===== src/hdl/int_gate_pkg.sv =====
// constants and carrier types for the interrupt enable and request block
package int_gate_pkg;

  // ****************************************************************
  // bus geometry
  // ****************************************************************
  localparam int ADDR_W = 16;
  localparam int DATA_W = 8;

  // ****************************************************************
  // register addresses
  // ****************************************************************
  localparam logic [15:0] EDGE_SELECT_ADDR = 16'hfff2;
  localparam logic [15:0] ENABLE_ONE_ADDR = 16'hfff3;
  localparam logic [15:0] ENABLE_TWO_ADDR = 16'hfff4;
  localparam logic [15:0] FLAGS_ONE_ADDR = 16'hfff6;

  // ****************************************************************
  // field positions
  // ****************************************************************
  localparam int LINE0_EDGE_POLARITY_BIT = 0;
  localparam int TIMER_A_BIT = 7;
  localparam int WAKEUP_BIT = 5;
  localparam int LINE4_BIT = 4;
  localparam int LINE3_BIT = 3;
  localparam int EVENT_PIN_BIT = 2;
  localparam int LINE1_BIT = 1;
  localparam int LINE0_BIT = 0;
  localparam int DIRECT_TRANSFER_BIT = 7;
  localparam int CONVERTER_BIT = 6;
  localparam int TIMER_G_BIT = 4;
  localparam int TIMER_FH_BIT = 3;
  localparam int TIMER_FL_BIT = 2;
  localparam int TIMER_C_BIT = 1;
  localparam int EVENT_COUNTER_BIT = 0;

  // ****************************************************************
  // reset values and masks
  // ****************************************************************
  localparam logic [7:0] EDGE_SELECT_RESET = 8'h00;
  localparam logic [7:0] EDGE_SELECT_ONES = 8'he0;
  localparam logic [7:0] EDGE_SELECT_WMASK = 8'h01;
  localparam logic [7:0] ENABLE_ONE_RESET = 8'h00;
  localparam logic [7:0] ENABLE_ONE_WMASK = 8'hbf;
  localparam logic [7:0] ENABLE_TWO_RESET = 8'h00;
  localparam logic [7:0] ENABLE_TWO_WMASK = 8'hdf;
  localparam logic [7:0] FLAGS_ONE_RESET = 8'h00;
  localparam logic [7:0] FLAGS_ONE_MASK = 8'h9f;
  localparam logic [7:0] FLAGS_ONE_ONES = 8'h20;
  localparam logic [7:0] READ_IDLE = 8'h00;

  // ****************************************************************
  // timing
  // ****************************************************************
  localparam int SYNC_STAGES = 2;

  // ****************************************************************
  // carriers
  // ****************************************************************
  typedef struct packed {
    logic direct_transfer;
    logic converter;
    logic timer_g;
    logic timer_fh;
    logic timer_fl;
    logic timer_c;
    logic event_counter;
    logic wakeup;
  } periph_req_type;

  typedef struct packed {
    logic timer_a;
    logic wakeup;
    logic line4;
    logic line3;
    logic event_pin;
    logic line1;
    logic line0;
    logic direct_transfer;
    logic converter;
    logic timer_g;
    logic timer_fh;
    logic timer_fl;
    logic timer_c;
    logic event_counter;
  } core_req_type;

endpackage : int_gate_pkg


===== src/hdl/pin_edge_detect.sv =====
// pin synchroniser with selectable edge detection
`timescale 1ns/10ps
module pin_edge_detect #(
  parameter int STAGES = int_gate_pkg::SYNC_STAGES
) (
  input wire logic clk_i,
  input wire logic rst_n_i,
  input wire logic pin_i,
  input wire logic rise_i,
  input wire logic armed_i,
  output logic edge_o
);

  initial begin
    if (STAGES < 2) begin
      $error("pin_edge_detect needs at least two stages");
    end
  end

  logic [STAGES-1:0] sync_reg;
  logic last_reg;
  logic now;

  assign now = sync_reg[STAGES-1];

  always_ff @(posedge clk_i or negedge rst_n_i) begin
    if (!rst_n_i) begin
      sync_reg <= '1;
      last_reg <= 1'b1;
      edge_o <= 1'b0;
    end else begin
      sync_reg <= {sync_reg[STAGES-2:0], pin_i};
      last_reg <= now;
      edge_o <= armed_i & (rise_i ? (now & ~last_reg) : (~now & last_reg));
    end
  end

endmodule : pin_edge_detect


===== src/hdl/req_flag_bank.sv =====
// sticky request flags, set by events, cleared by writing zero
`timescale 1ns/10ps
module req_flag_bank #(
  parameter int WIDTH = int_gate_pkg::DATA_W,
  parameter logic [WIDTH-1:0] MASK = '1
) (
  input wire logic clk_i,
  input wire logic rst_n_i,
  input wire logic [WIDTH-1:0] set_i,
  input wire logic wr_i,
  input wire logic [WIDTH-1:0] wdata_i,
  output logic [WIDTH-1:0] flags_o
);

  initial begin
    if (WIDTH < 1) begin
      $error("req_flag_bank needs a positive width");
    end
  end

  logic [WIDTH-1:0] clear;
  logic [WIDTH-1:0] flags_next;

  always_comb begin
    clear = wr_i ? ~wdata_i : '0;
    flags_next = ((flags_o & ~clear) | set_i) & MASK;
  end

  always_ff @(posedge clk_i or negedge rst_n_i) begin
    if (!rst_n_i) begin
      flags_o <= '0;
    end else begin
      flags_o <= flags_next;
    end
  end

endmodule : req_flag_bank


===== src/hdl/int_gate_top.sv =====
// interrupt edge select, enable registers and first request flags
//
// Contract
// line 0 senses falling edges when its polarity bit is 0, rising if 1
// enable one bit 7 gates timer A overflow requests, reset 0
// software writes only 0 to reserved bit 6 of enable one
// enable one bit 5 gates the combined wake-up request, reset 0
// enable one bits 4 and 3 gate lines 4 and 3, reset 0
// enable one bit 2 gates the event-counter pin, reset 0
// enable one bits 1 and 0 gate lines 1 and 0, reset 0
// enable two bit 7 gates direct-transfer requests, reset 0
// enable two bit 6 gates converter requests, reset 0
// software writes only 0 to reserved bit 5 of enable two
// enable two bit 4 gates timer G capture and overflow, reset 0
// enable two bit 3 gates timer FH requests, reset 0
// enable two bit 2 gates timer FL requests, reset 0
// enable two bit 1 gates timer C requests, reset 0
// enable two bit 0 gates event counter requests, reset 0
// source events set their matching flag in request flags one
// flags stay set on acceptance; software clears them by writing 0
// writing 0 clears a flag; writing 1 never sets one
// flag bit 7 sets on timer A overflow and resets to 0
// software writes only 0 to reserved bit 6 of request flags one
// line flags set on the selected edge while the pin is interrupt input
// event pin flag bit 2 sets on its edge while configured
// a request reaches the core only while flag and enable are both 1
// pins are synchronised before edge detection, one set per edge
//
// The register offsets and the address-and-strobe port were decided locally.
`timescale 1ns/10ps
module int_gate_top #(
  parameter int SYNC_STAGES = int_gate_pkg::SYNC_STAGES
) (
  input wire logic CORE_CLK_I,
  input wire logic RSTN_I,
  input wire logic [15:0] ADDR_I,
  input wire logic [7:0] WDATA_I,
  input wire logic WR_I,
  input wire logic RD_I,
  output logic [7:0] RDATA_O,
  input wire logic EXT_INT_LINE_0_I,
  input wire logic EXT_INT_LINE_1_I,
  input wire logic EXT_INT_LINE_3_I,
  input wire logic EXT_INT_LINE_4_I,
  input wire logic EVENT_COUNTER_INT_PIN_I,
  input wire logic [4:0] PIN_IS_INT_I,
  input wire logic [4:0] PIN_RISE_SEL_I,
  input wire logic TIMER_A_OVF_I,
  input wire int_gate_pkg::periph_req_type PERIPH_REQ_I,
  output int_gate_pkg::core_req_type CORE_REQ_O,
  output logic LINE0_EDGE_POLARITY_O
);

  // ****************************************************************
  // elaboration checks
  // ****************************************************************
  initial begin
    if (SYNC_STAGES < 2) begin
      $error("int_gate_top needs at least two synchroniser stages");
    end
  end

  // ****************************************************************
  // decode helpers
  // ****************************************************************
  function automatic logic hit(
    input logic [15:0] addr,
    input logic [15:0] target
  );
    hit = (addr == target);
  endfunction : hit

  function automatic logic [7:0] masked(
    input logic [7:0] data,
    input logic [7:0] mask
  );
    masked = data & mask;
  endfunction : masked

  // ****************************************************************
  // declarations
  // ****************************************************************
  logic [7:0] edge_select_reg;
  logic [7:0] enable_one_reg;
  logic [7:0] enable_two_reg;
  logic [7:0] flags_one;
  logic [7:0] flags_one_set;
  logic [7:0] rdata_next;
  logic wr_edge;
  logic wr_en_one;
  logic wr_en_two;
  logic wr_flags_one;
  logic line0_edge;
  logic line1_edge;
  logic line3_edge;
  logic line4_edge;
  logic event_pin_edge;
  logic line0_rise;
  int_gate_pkg::core_req_type core_req_next;

  // ****************************************************************
  // write decode
  // ****************************************************************
  always_comb begin
    wr_edge = 1'b0;
    wr_en_one = 1'b0;
    wr_en_two = 1'b0;
    wr_flags_one = 1'b0;
    if (WR_I && hit(ADDR_I, int_gate_pkg::EDGE_SELECT_ADDR)) begin
      wr_edge = 1'b1;
    end else if (WR_I && hit(ADDR_I, int_gate_pkg::ENABLE_ONE_ADDR)) begin
      wr_en_one = 1'b1;
    end else if (WR_I && hit(ADDR_I, int_gate_pkg::ENABLE_TWO_ADDR)) begin
      wr_en_two = 1'b1;
    end else if (WR_I && hit(ADDR_I, int_gate_pkg::FLAGS_ONE_ADDR)) begin
      wr_flags_one = 1'b1;
    end
  end

  // ****************************************************************
  // edge select register
  // ****************************************************************
  always_ff @(posedge CORE_CLK_I or negedge RSTN_I) begin
    if (!RSTN_I) begin
      edge_select_reg <= int_gate_pkg::EDGE_SELECT_RESET;
    end else if (wr_edge) begin
      edge_select_reg <= masked(WDATA_I, int_gate_pkg::EDGE_SELECT_WMASK);
    end
  end

  assign line0_rise =
    edge_select_reg[int_gate_pkg::LINE0_EDGE_POLARITY_BIT];

  always_ff @(posedge CORE_CLK_I or negedge RSTN_I) begin
    if (!RSTN_I) begin
      LINE0_EDGE_POLARITY_O <= 1'b0;
    end else begin
      LINE0_EDGE_POLARITY_O <= line0_rise;
    end
  end

  // ****************************************************************
  // enable register one
  // ****************************************************************
  // reserved bit 6 is held at zero whatever software writes
  always_ff @(posedge CORE_CLK_I or negedge RSTN_I) begin
    if (!RSTN_I) begin
      enable_one_reg <= int_gate_pkg::ENABLE_ONE_RESET;
    end else if (wr_en_one) begin
      enable_one_reg <= masked(WDATA_I, int_gate_pkg::ENABLE_ONE_WMASK);
    end
  end

  // ****************************************************************
  // enable register two
  // ****************************************************************
  // reserved bit 5 is held at zero whatever software writes
  always_ff @(posedge CORE_CLK_I or negedge RSTN_I) begin
    if (!RSTN_I) begin
      enable_two_reg <= int_gate_pkg::ENABLE_TWO_RESET;
    end else if (wr_en_two) begin
      enable_two_reg <= masked(WDATA_I, int_gate_pkg::ENABLE_TWO_WMASK);
    end
  end

  // ****************************************************************
  // pin edge detection
  // ****************************************************************
  pin_edge_detect #(
    .STAGES(SYNC_STAGES)
  ) u_line0 (
    .clk_i(CORE_CLK_I),
    .rst_n_i(RSTN_I),
    .pin_i(EXT_INT_LINE_0_I),
    .rise_i(line0_rise),
    .armed_i(PIN_IS_INT_I[int_gate_pkg::LINE0_BIT]),
    .edge_o(line0_edge)
  );

  pin_edge_detect #(
    .STAGES(SYNC_STAGES)
  ) u_line1 (
    .clk_i(CORE_CLK_I),
    .rst_n_i(RSTN_I),
    .pin_i(EXT_INT_LINE_1_I),
    .rise_i(PIN_RISE_SEL_I[int_gate_pkg::LINE1_BIT]),
    .armed_i(PIN_IS_INT_I[int_gate_pkg::LINE1_BIT]),
    .edge_o(line1_edge)
  );

  pin_edge_detect #(
    .STAGES(SYNC_STAGES)
  ) u_line3 (
    .clk_i(CORE_CLK_I),
    .rst_n_i(RSTN_I),
    .pin_i(EXT_INT_LINE_3_I),
    .rise_i(PIN_RISE_SEL_I[int_gate_pkg::LINE3_BIT]),
    .armed_i(PIN_IS_INT_I[int_gate_pkg::LINE3_BIT]),
    .edge_o(line3_edge)
  );

  pin_edge_detect #(
    .STAGES(SYNC_STAGES)
  ) u_line4 (
    .clk_i(CORE_CLK_I),
    .rst_n_i(RSTN_I),
    .pin_i(EXT_INT_LINE_4_I),
    .rise_i(PIN_RISE_SEL_I[int_gate_pkg::LINE4_BIT]),
    .armed_i(PIN_IS_INT_I[int_gate_pkg::LINE4_BIT]),
    .edge_o(line4_edge)
  );

  pin_edge_detect #(
    .STAGES(SYNC_STAGES)
  ) u_event_pin (
    .clk_i(CORE_CLK_I),
    .rst_n_i(RSTN_I),
    .pin_i(EVENT_COUNTER_INT_PIN_I),
    .rise_i(PIN_RISE_SEL_I[int_gate_pkg::EVENT_PIN_BIT]),
    .armed_i(PIN_IS_INT_I[int_gate_pkg::EVENT_PIN_BIT]),
    .edge_o(event_pin_edge)
  );

  // ****************************************************************
  // request flags one
  // ****************************************************************
  always_comb begin
    flags_one_set = '0;
    flags_one_set[int_gate_pkg::TIMER_A_BIT] = TIMER_A_OVF_I;
    flags_one_set[int_gate_pkg::LINE4_BIT] = line4_edge;
    flags_one_set[int_gate_pkg::LINE3_BIT] = line3_edge;
    flags_one_set[int_gate_pkg::EVENT_PIN_BIT] = event_pin_edge;
    flags_one_set[int_gate_pkg::LINE1_BIT] = line1_edge;
    flags_one_set[int_gate_pkg::LINE0_BIT] = line0_edge;
  end

  // reserved bit 6 is never stored, so a stray write cannot matter
  req_flag_bank #(
    .WIDTH(8),
    .MASK(int_gate_pkg::FLAGS_ONE_MASK)
  ) u_flags_one (
    .clk_i(CORE_CLK_I),
    .rst_n_i(RSTN_I),
    .set_i(flags_one_set),
    .wr_i(wr_flags_one),
    .wdata_i(WDATA_I),
    .flags_o(flags_one)
  );

  // ****************************************************************
  // request gating toward the core
  // ****************************************************************
  // flags are left alone here; acceptance does not clear them
  always_comb begin
    core_req_next.timer_a = flags_one[int_gate_pkg::TIMER_A_BIT] &
      enable_one_reg[int_gate_pkg::TIMER_A_BIT];
    core_req_next.wakeup = PERIPH_REQ_I.wakeup &
      enable_one_reg[int_gate_pkg::WAKEUP_BIT];
    core_req_next.line4 = flags_one[int_gate_pkg::LINE4_BIT] &
      enable_one_reg[int_gate_pkg::LINE4_BIT];
    core_req_next.line3 = flags_one[int_gate_pkg::LINE3_BIT] &
      enable_one_reg[int_gate_pkg::LINE3_BIT];
    core_req_next.event_pin = flags_one[int_gate_pkg::EVENT_PIN_BIT] &
      enable_one_reg[int_gate_pkg::EVENT_PIN_BIT];
    core_req_next.line1 = flags_one[int_gate_pkg::LINE1_BIT] &
      enable_one_reg[int_gate_pkg::LINE1_BIT];
    core_req_next.line0 = flags_one[int_gate_pkg::LINE0_BIT] &
      enable_one_reg[int_gate_pkg::LINE0_BIT];
    core_req_next.direct_transfer = PERIPH_REQ_I.direct_transfer &
      enable_two_reg[int_gate_pkg::DIRECT_TRANSFER_BIT];
    core_req_next.converter = PERIPH_REQ_I.converter &
      enable_two_reg[int_gate_pkg::CONVERTER_BIT];
    core_req_next.timer_g = PERIPH_REQ_I.timer_g &
      enable_two_reg[int_gate_pkg::TIMER_G_BIT];
    core_req_next.timer_fh = PERIPH_REQ_I.timer_fh &
      enable_two_reg[int_gate_pkg::TIMER_FH_BIT];
    core_req_next.timer_fl = PERIPH_REQ_I.timer_fl &
      enable_two_reg[int_gate_pkg::TIMER_FL_BIT];
    core_req_next.timer_c = PERIPH_REQ_I.timer_c &
      enable_two_reg[int_gate_pkg::TIMER_C_BIT];
    core_req_next.event_counter = PERIPH_REQ_I.event_counter &
      enable_two_reg[int_gate_pkg::EVENT_COUNTER_BIT];
  end

  always_ff @(posedge CORE_CLK_I or negedge RSTN_I) begin
    if (!RSTN_I) begin
      CORE_REQ_O <= '0;
    end else begin
      CORE_REQ_O <= core_req_next;
    end
  end

  // ****************************************************************
  // read path
  // ****************************************************************
  always_comb begin
    rdata_next = int_gate_pkg::READ_IDLE;
    if (!RD_I) begin
      rdata_next = int_gate_pkg::READ_IDLE;
    end else if (hit(ADDR_I, int_gate_pkg::EDGE_SELECT_ADDR)) begin
      rdata_next = edge_select_reg | int_gate_pkg::EDGE_SELECT_ONES;
    end else if (hit(ADDR_I, int_gate_pkg::ENABLE_ONE_ADDR)) begin
      rdata_next = enable_one_reg;
    end else if (hit(ADDR_I, int_gate_pkg::ENABLE_TWO_ADDR)) begin
      rdata_next = enable_two_reg;
    end else if (hit(ADDR_I, int_gate_pkg::FLAGS_ONE_ADDR)) begin
      rdata_next = flags_one | int_gate_pkg::FLAGS_ONE_ONES;
    end
  end

  // read data stand for exactly the cycle after the strobe
  always_ff @(posedge CORE_CLK_I or negedge RSTN_I) begin
    if (!RSTN_I) begin
      RDATA_O <= int_gate_pkg::READ_IDLE;
    end else begin
      RDATA_O <= rdata_next;
    end
  end

endmodule : int_gate_top


===== config.mk =====
export PLATFORM = sky130hd
export DESIGN_NAME = int_gate_top
export DESIGN_NICKNAME = d
export VERILOG_FILES = /design/src/hdl/int_gate_pkg.sv /design/src/hdl/pin_edge_detect.sv /design/src/hdl/req_flag_bank.sv /design/src/hdl/int_gate_top.sv
export SDC_FILE = /design/constraint.sdc
export NUM_CORES = 1
export LEC_CHECK = 0
export BUFFER_PORTS_ARGS = -buffer_cell sky130_fd_sc_hd__buf_2
export CAP_MARGIN = 40
export CORE_UTILIZATION = 43
export CTS_CLUSTER_DIAMETER = 100
export DETAILED_ROUTE_END_ITERATION = 12
export PLACE_DENSITY = 0.66
export REMOVE_ABC_BUFFERS = 1
export SYNTH_ARGS = -nofsm -noshare
export SYNTH_HDL_FRONTEND = slang
export SYNTH_SLANG_ARGS = --single-unit

===== constraint.sdc =====
create_clock -name CORE_CLK_I -period 3.5 [get_ports CORE_CLK_I]
set_input_delay 0.525 -clock CORE_CLK_I [delete_from_list [all_inputs] [get_ports CORE_CLK_I]]
set_output_delay 0.525 -clock CORE_CLK_I [all_outputs]
set_load 0.01 [all_outputs]

Yosys cells after proc, flatten, opt, wreduce, memory -nomap -nowiden
Index checks and enable logic that the tools add are counted.
- flip-flop bits (word level): 64
- output and inout port bits: 23
- word-level logic and storage cells: 107
- mux-type cells: 21
- reduce and logical (&&, ||, !) cells: 4
- eq/ne operators: 4
- bitwise logic cells: 43
- operators with widths (kind ; count):
    equality test 16 bit, second input constant ; 4
    2-to-1 mux 8 bit ; 6
    AND 1 bit ; 29
    NOT 8 bit ; 2
    2-to-1 mux 1 bit ; 15
    NOT 1 bit ; 10
    AND 8 bit ; 1
    bitwise OR 8 bit ; 1
    logical AND 1 bit ; 4

Longest topological paths before layout
- depth after elaboration: 10
- mapped depth: 6
- mapped depth without buffers: 4

Cells and area by module
From an unflattened synthesis, not the netlist that was laid out.
- cells, all modules: 173
- area, all modules: 2447.3 µm²
- modules (own cells, without submodules) (module ; area each (µm²) ; cells an instance ; instances):
    int_gate_top ; 1557.7 ; 117 ; 1
    pin_edge_detect ; 127.6 ; 7 ; 5
    req_flag_bank ; 251.5 ; 21 ; 1

Least setup slack after synthesis
OpenSTA, ideal clock, no wires.
- kind: input port to flip-flop
- start: in ADDR_I[1]
- end: reg enable_one_reg[0]
- data required time: 3375 ps
- path buffers: 2
- data arrival time: 1622 ps
- path slack: 1753 ps
- stages on the path: 6
- cell sequence: buf_4 > and2b_4 > and3b_1 > buf_4 > nand3_4 > mux2_2
- word-level cells in the longest chain between the ends: 4
- RTL lines (element ; RTL line ; text):
    from (decl) ; int_gate_top.sv:36 ; input wire logic [15:0] ADDR_I,
    equality test 16 bit ; int_gate_top.sv:70 ; hit = (addr == target);
    logical AND 1 bit ; int_gate_top.sv:111 ; end else if (WR_I && hit(ADDR_I, int_gate_pkg::ENABLE_ONE_ADDR)) begin
    2-to-1 mux 1 bit ; int_gate_top.sv:111 ;
    2-to-1 mux 1 bit * ; int_gate_top.sv:109 ; if (WR_I && hit(ADDR_I, int_gate_pkg::EDGE_SELECT_ADDR)) begin
    to (signal assigned) ; int_gate_top.sv:148 ; enable_one_reg <= int_gate_pkg::ENABLE_ONE_RESET;
    to (signal assigned) ; int_gate_top.sv:150 ; enable_one_reg <= masked(WDATA_I, int_gate_pkg::ENABLE_ONE_WMASK);
    to (decl) ; int_gate_top.sv:84 ; logic [7:0] enable_one_reg;
Every way passes the cells marked *; elsewhere a longest branch is shown, timed or not.
A chain may end at the register's enable or synchronous reset.

Worst setup path after layout
- start: in ADDR_I[1]
- end: reg enable_one_reg[5]
The elaborated chain is that of the path after synthesis.

==> key figures <==
Synthesis
  • Ys Warns: 0
  • Post-synthesis sequential area ratio: 0.656
  • Yosys reg bits: 64
  • Synthesized area: 0.00247 sq mm
  • Yosys cell types: 34
  • Syn Inst Count: 173
  • Syn_area_per_cell: approximately 14 sq um

Finish
  • Number of flip-flops in the largest register: 14
  • Final nets: about 300
  • FILL cells: around 470
  • Biggest regs: CORE_REQ_O x14, RDATA_O x8
  • Biggest register: CORE_REQ_O
  • Antenna Cells: 0
  • Post-layout instance area: 0.00316 sq mm
  • Layout cell share with drive strength beyond 1: 0.510
  • P&R area growth vs syn: 27.8%

Detailed routing
  • Drt pass-1 iters: 4
  • Metal2 WL: roughly 2300 um
  • Routed len/inst: approximately 14 um
  • 1st-iter DRT viols: 43
  • Via/cell ratio: 4.93
  • Routed Wire Length: 4770 um
  • Number of routed nets with antenna violations: 0
  • DRC violations left: 0
  • M1 WL: 2090 um
  • Vias after detailed routing: 1633
  • Top routing layer in use: met4
  • Routed wl met3: between 300 and 400 um

Setup path
  • Crit. End Element: flip-flop
  • Crit-path max FO: 10
  • Required time worst endpoint: 3.71 ns
  • Reg2reg start: u_line3.last_reg
  • Reg2reg setup slack: 2.25 ns
  • Reg2reg path depth: 2
  • Worst Path Arrival: between 1.5 and 2 ns
  • Worst setup path endpoint: enable_one_reg[5]
  • Crit path from: ADDR_I[1]
  • Crit Path Category: input pin to flip-flop
  • Crit start category: input pin
  • FF-to-FF End: u_line3.edge_o

Clocking
  • CTS buffer count: 9
  • CTS tree: built
  • Post_cts resized: 0
  • Post CTS Setup Buffer Count: 0
  • CTS Root Cell: clkbuf_8
  • Hold buffer count at CTS: 0
  • CTS sink cnt: 64
  • # H-tree levels: 3
  • Worst-skew pair later-pin latency: between 0.3 and 0.4 ns
  • Clock Path Buffers: 2
  • Reg clk slew, reported paths: 0.07 ns

STA
  • Setup TNS: 0 ns
  • Min Tclk post-route: 1.72 ns
  • Number of max-slew violations in the final report: 0
  • Setup violators final: 0
  • Period Utilization, post-route: 0.490
  • FMAX: 583 MHz
  • Unrepaired setup endpoints after global routing: no
  • Clk_skew: 0.00607 ns
  • Slew headroom: 0.633
  • Final Hold Vio Count: 0
  • Slew @ Worst Pin: ~0.55 ns
  • WHS: 0.171 ns

Job
  • Max Cap Violations: 0

Power
  • Pwr Total: approximately 1600 uW
  • Power Density: 514 mW/mm^2
  • Worst ir drop on vdd: 0.000291 V
  • Leakage: ~0.0016 uW

Floorplan
  • Core Box Area: 0.00551 sq mm
  • I/O pin cnt: 75
  • Die area: 0.00605 sq mm
  • FP Rows: 27
  • Die Y: roughly 80 um
  • Initial Util: 0.448
  • Die extent in x: roughly 78 um

Placement
  • PortBufs: between 70 and 80
  • GPL Wtd Cong: 0.758
  • DP Wirelength: 3310 um
  • Placed Area: 0.00290 sq mm

Global routing
  • First-pass GRT wire length: 7820 um
  • Grt ovf: 0
  • Total global-route track usage: 0.175
  • Vias in the first global route: between 1500 and 2000
  • Initial antenna violation count: 0
  • Largest net degree at the start of global routing: 41

Run status
  • Status: finished, final reports clean

Hold path
  • Type of the most critical hold path: input pin to asynchronous set/reset pin
==> power by group <==
| group | leakage (uW) | switching (uW) | internal [uW] | total [uW] |
|---|---|---|---|---|
| sequential | 0.000809 | 5.35 | 758 | 764 |
| combinational | 0.000635 | 41.1 | 34.2 | 75.3 |
| clock | 0.000126 | 274 | 511 | 784 |
| total | 0.00157 | 320 | 1300 | 1620 |
==> per-layer routing <==
metal | GRT usage | vias up
met2 | 0.264 | 69
met3 | 0.0553 | 4
met5 | 0 | -
li1 | - | 772
met1 | 0.226 | 788
met4 | 0.0887 | 0
==> worst max-delay path: stages <==
cell,delay (ns)
buf_2,0.26
and2b_4,0.24
and3b_1,0.41
nand3_4,0.18
mux2_2,0.30
==> Yosys cell counts, drive strengths merged <==
cell type | number | area (sq um)
nand4b | 6 | 52.6
a21oi | 6 | 30.0
dfstp | 15 | 394
dfrtp | 49 | 1230
a22o | 2 | 17.5
nand3b | 4 | 30.0
mux2 | 16 | 188
nand4 | 3 | 18.8
nand3 | 4 | 45.0
and2b | 1 | 10.0
nor3 | 1 | 16.3
buf | 3 | 26.3
mux2i | 4 | 40.0
and2 | 16 | 100
or3b | 5 | 46.3
and3b | 1 | 8.76
nand2 | 4 | 15.0
a21o | 6 | 45.0
nor2 | 14 | 60.1
nor4 | 2 | 27.5
o21ai | 1 | 5.00
a22oi | 2 | 15.0
or2b | 1 | 7.51
inv | 1 | 3.75
nor2b | 1 | 6.26
clkbuf | 1 | 3.75
a21boi | 4 | 30.0
==> stage by stage <==
step | instances | utilization | setup WS (ns)
finish | 331 | 0.573 | 1.78
floorplan | 169 | - | 1.83
detailed placement | 315 | 0.527 | 1.44
global route | 331 | 0.573 | 1.70
CTS | 331 | 0.573 | 1.80
global placement | 315 | 0.527 | 1.44
==> worst min path at each step <==
stage	end	slack, ns	from	cells past startpoint
after global routing	CORE_REQ_O[6]	0.20	RSTN_I	1
after floorplan	CORE_REQ_O[0]	0.23	RSTN_I	0
after global placement	u_line1.sync_reg[1]	0.35	u_line1.sync_reg[0]	0
after detailed placement	u_line4.sync_reg[1]	0.35	u_line4.sync_reg[0]	0
after CTS	CORE_REQ_O[6]	0.17	RSTN_I	1
final	CORE_REQ_O[6]	0.17	RSTN_I	1
==> cell usage in the layout (no fill, tap or decap), drive strengths merged, types with 5 or more instances in the layout <==
cell	instances
a21o	6
a21oi	6
and2	16
buf	74
clkbuf	11
dfrtp	49
dfstp	15
mux2	16
nand4b	6
nor2	14
or3b	5
==> logic make-up (layout without fill, tap and decap cells) <==
| family | Yosys count | after routing | share of synthesized area |
|---|---|---|---|
| flip-flops | 64 | 64 | 0.656 |
| AND/OR/NAND/NOR | 63 | 63 | 0.180 |
| AO/OA/AOI/OAI | 21 | 21 | 0.0578 |
| multiplexers | 20 | 20 | 0.0922 |
| buffers and inverters | 5 | 91 | 0.0137 |
==> area by class of cell <==
type	instances	area, sq um	area share
multi-input cells	104	815	0.258
inverters	1	3.75	0.00119
repair buffers	74	373	0.118
well taps	72	90.1	0.0285
clock buffers	11	151	0.0480
flip-flops and latches	64	1620	0.513
clock inverters	5	103	0.0325
(Power assumes the default switching activity.)
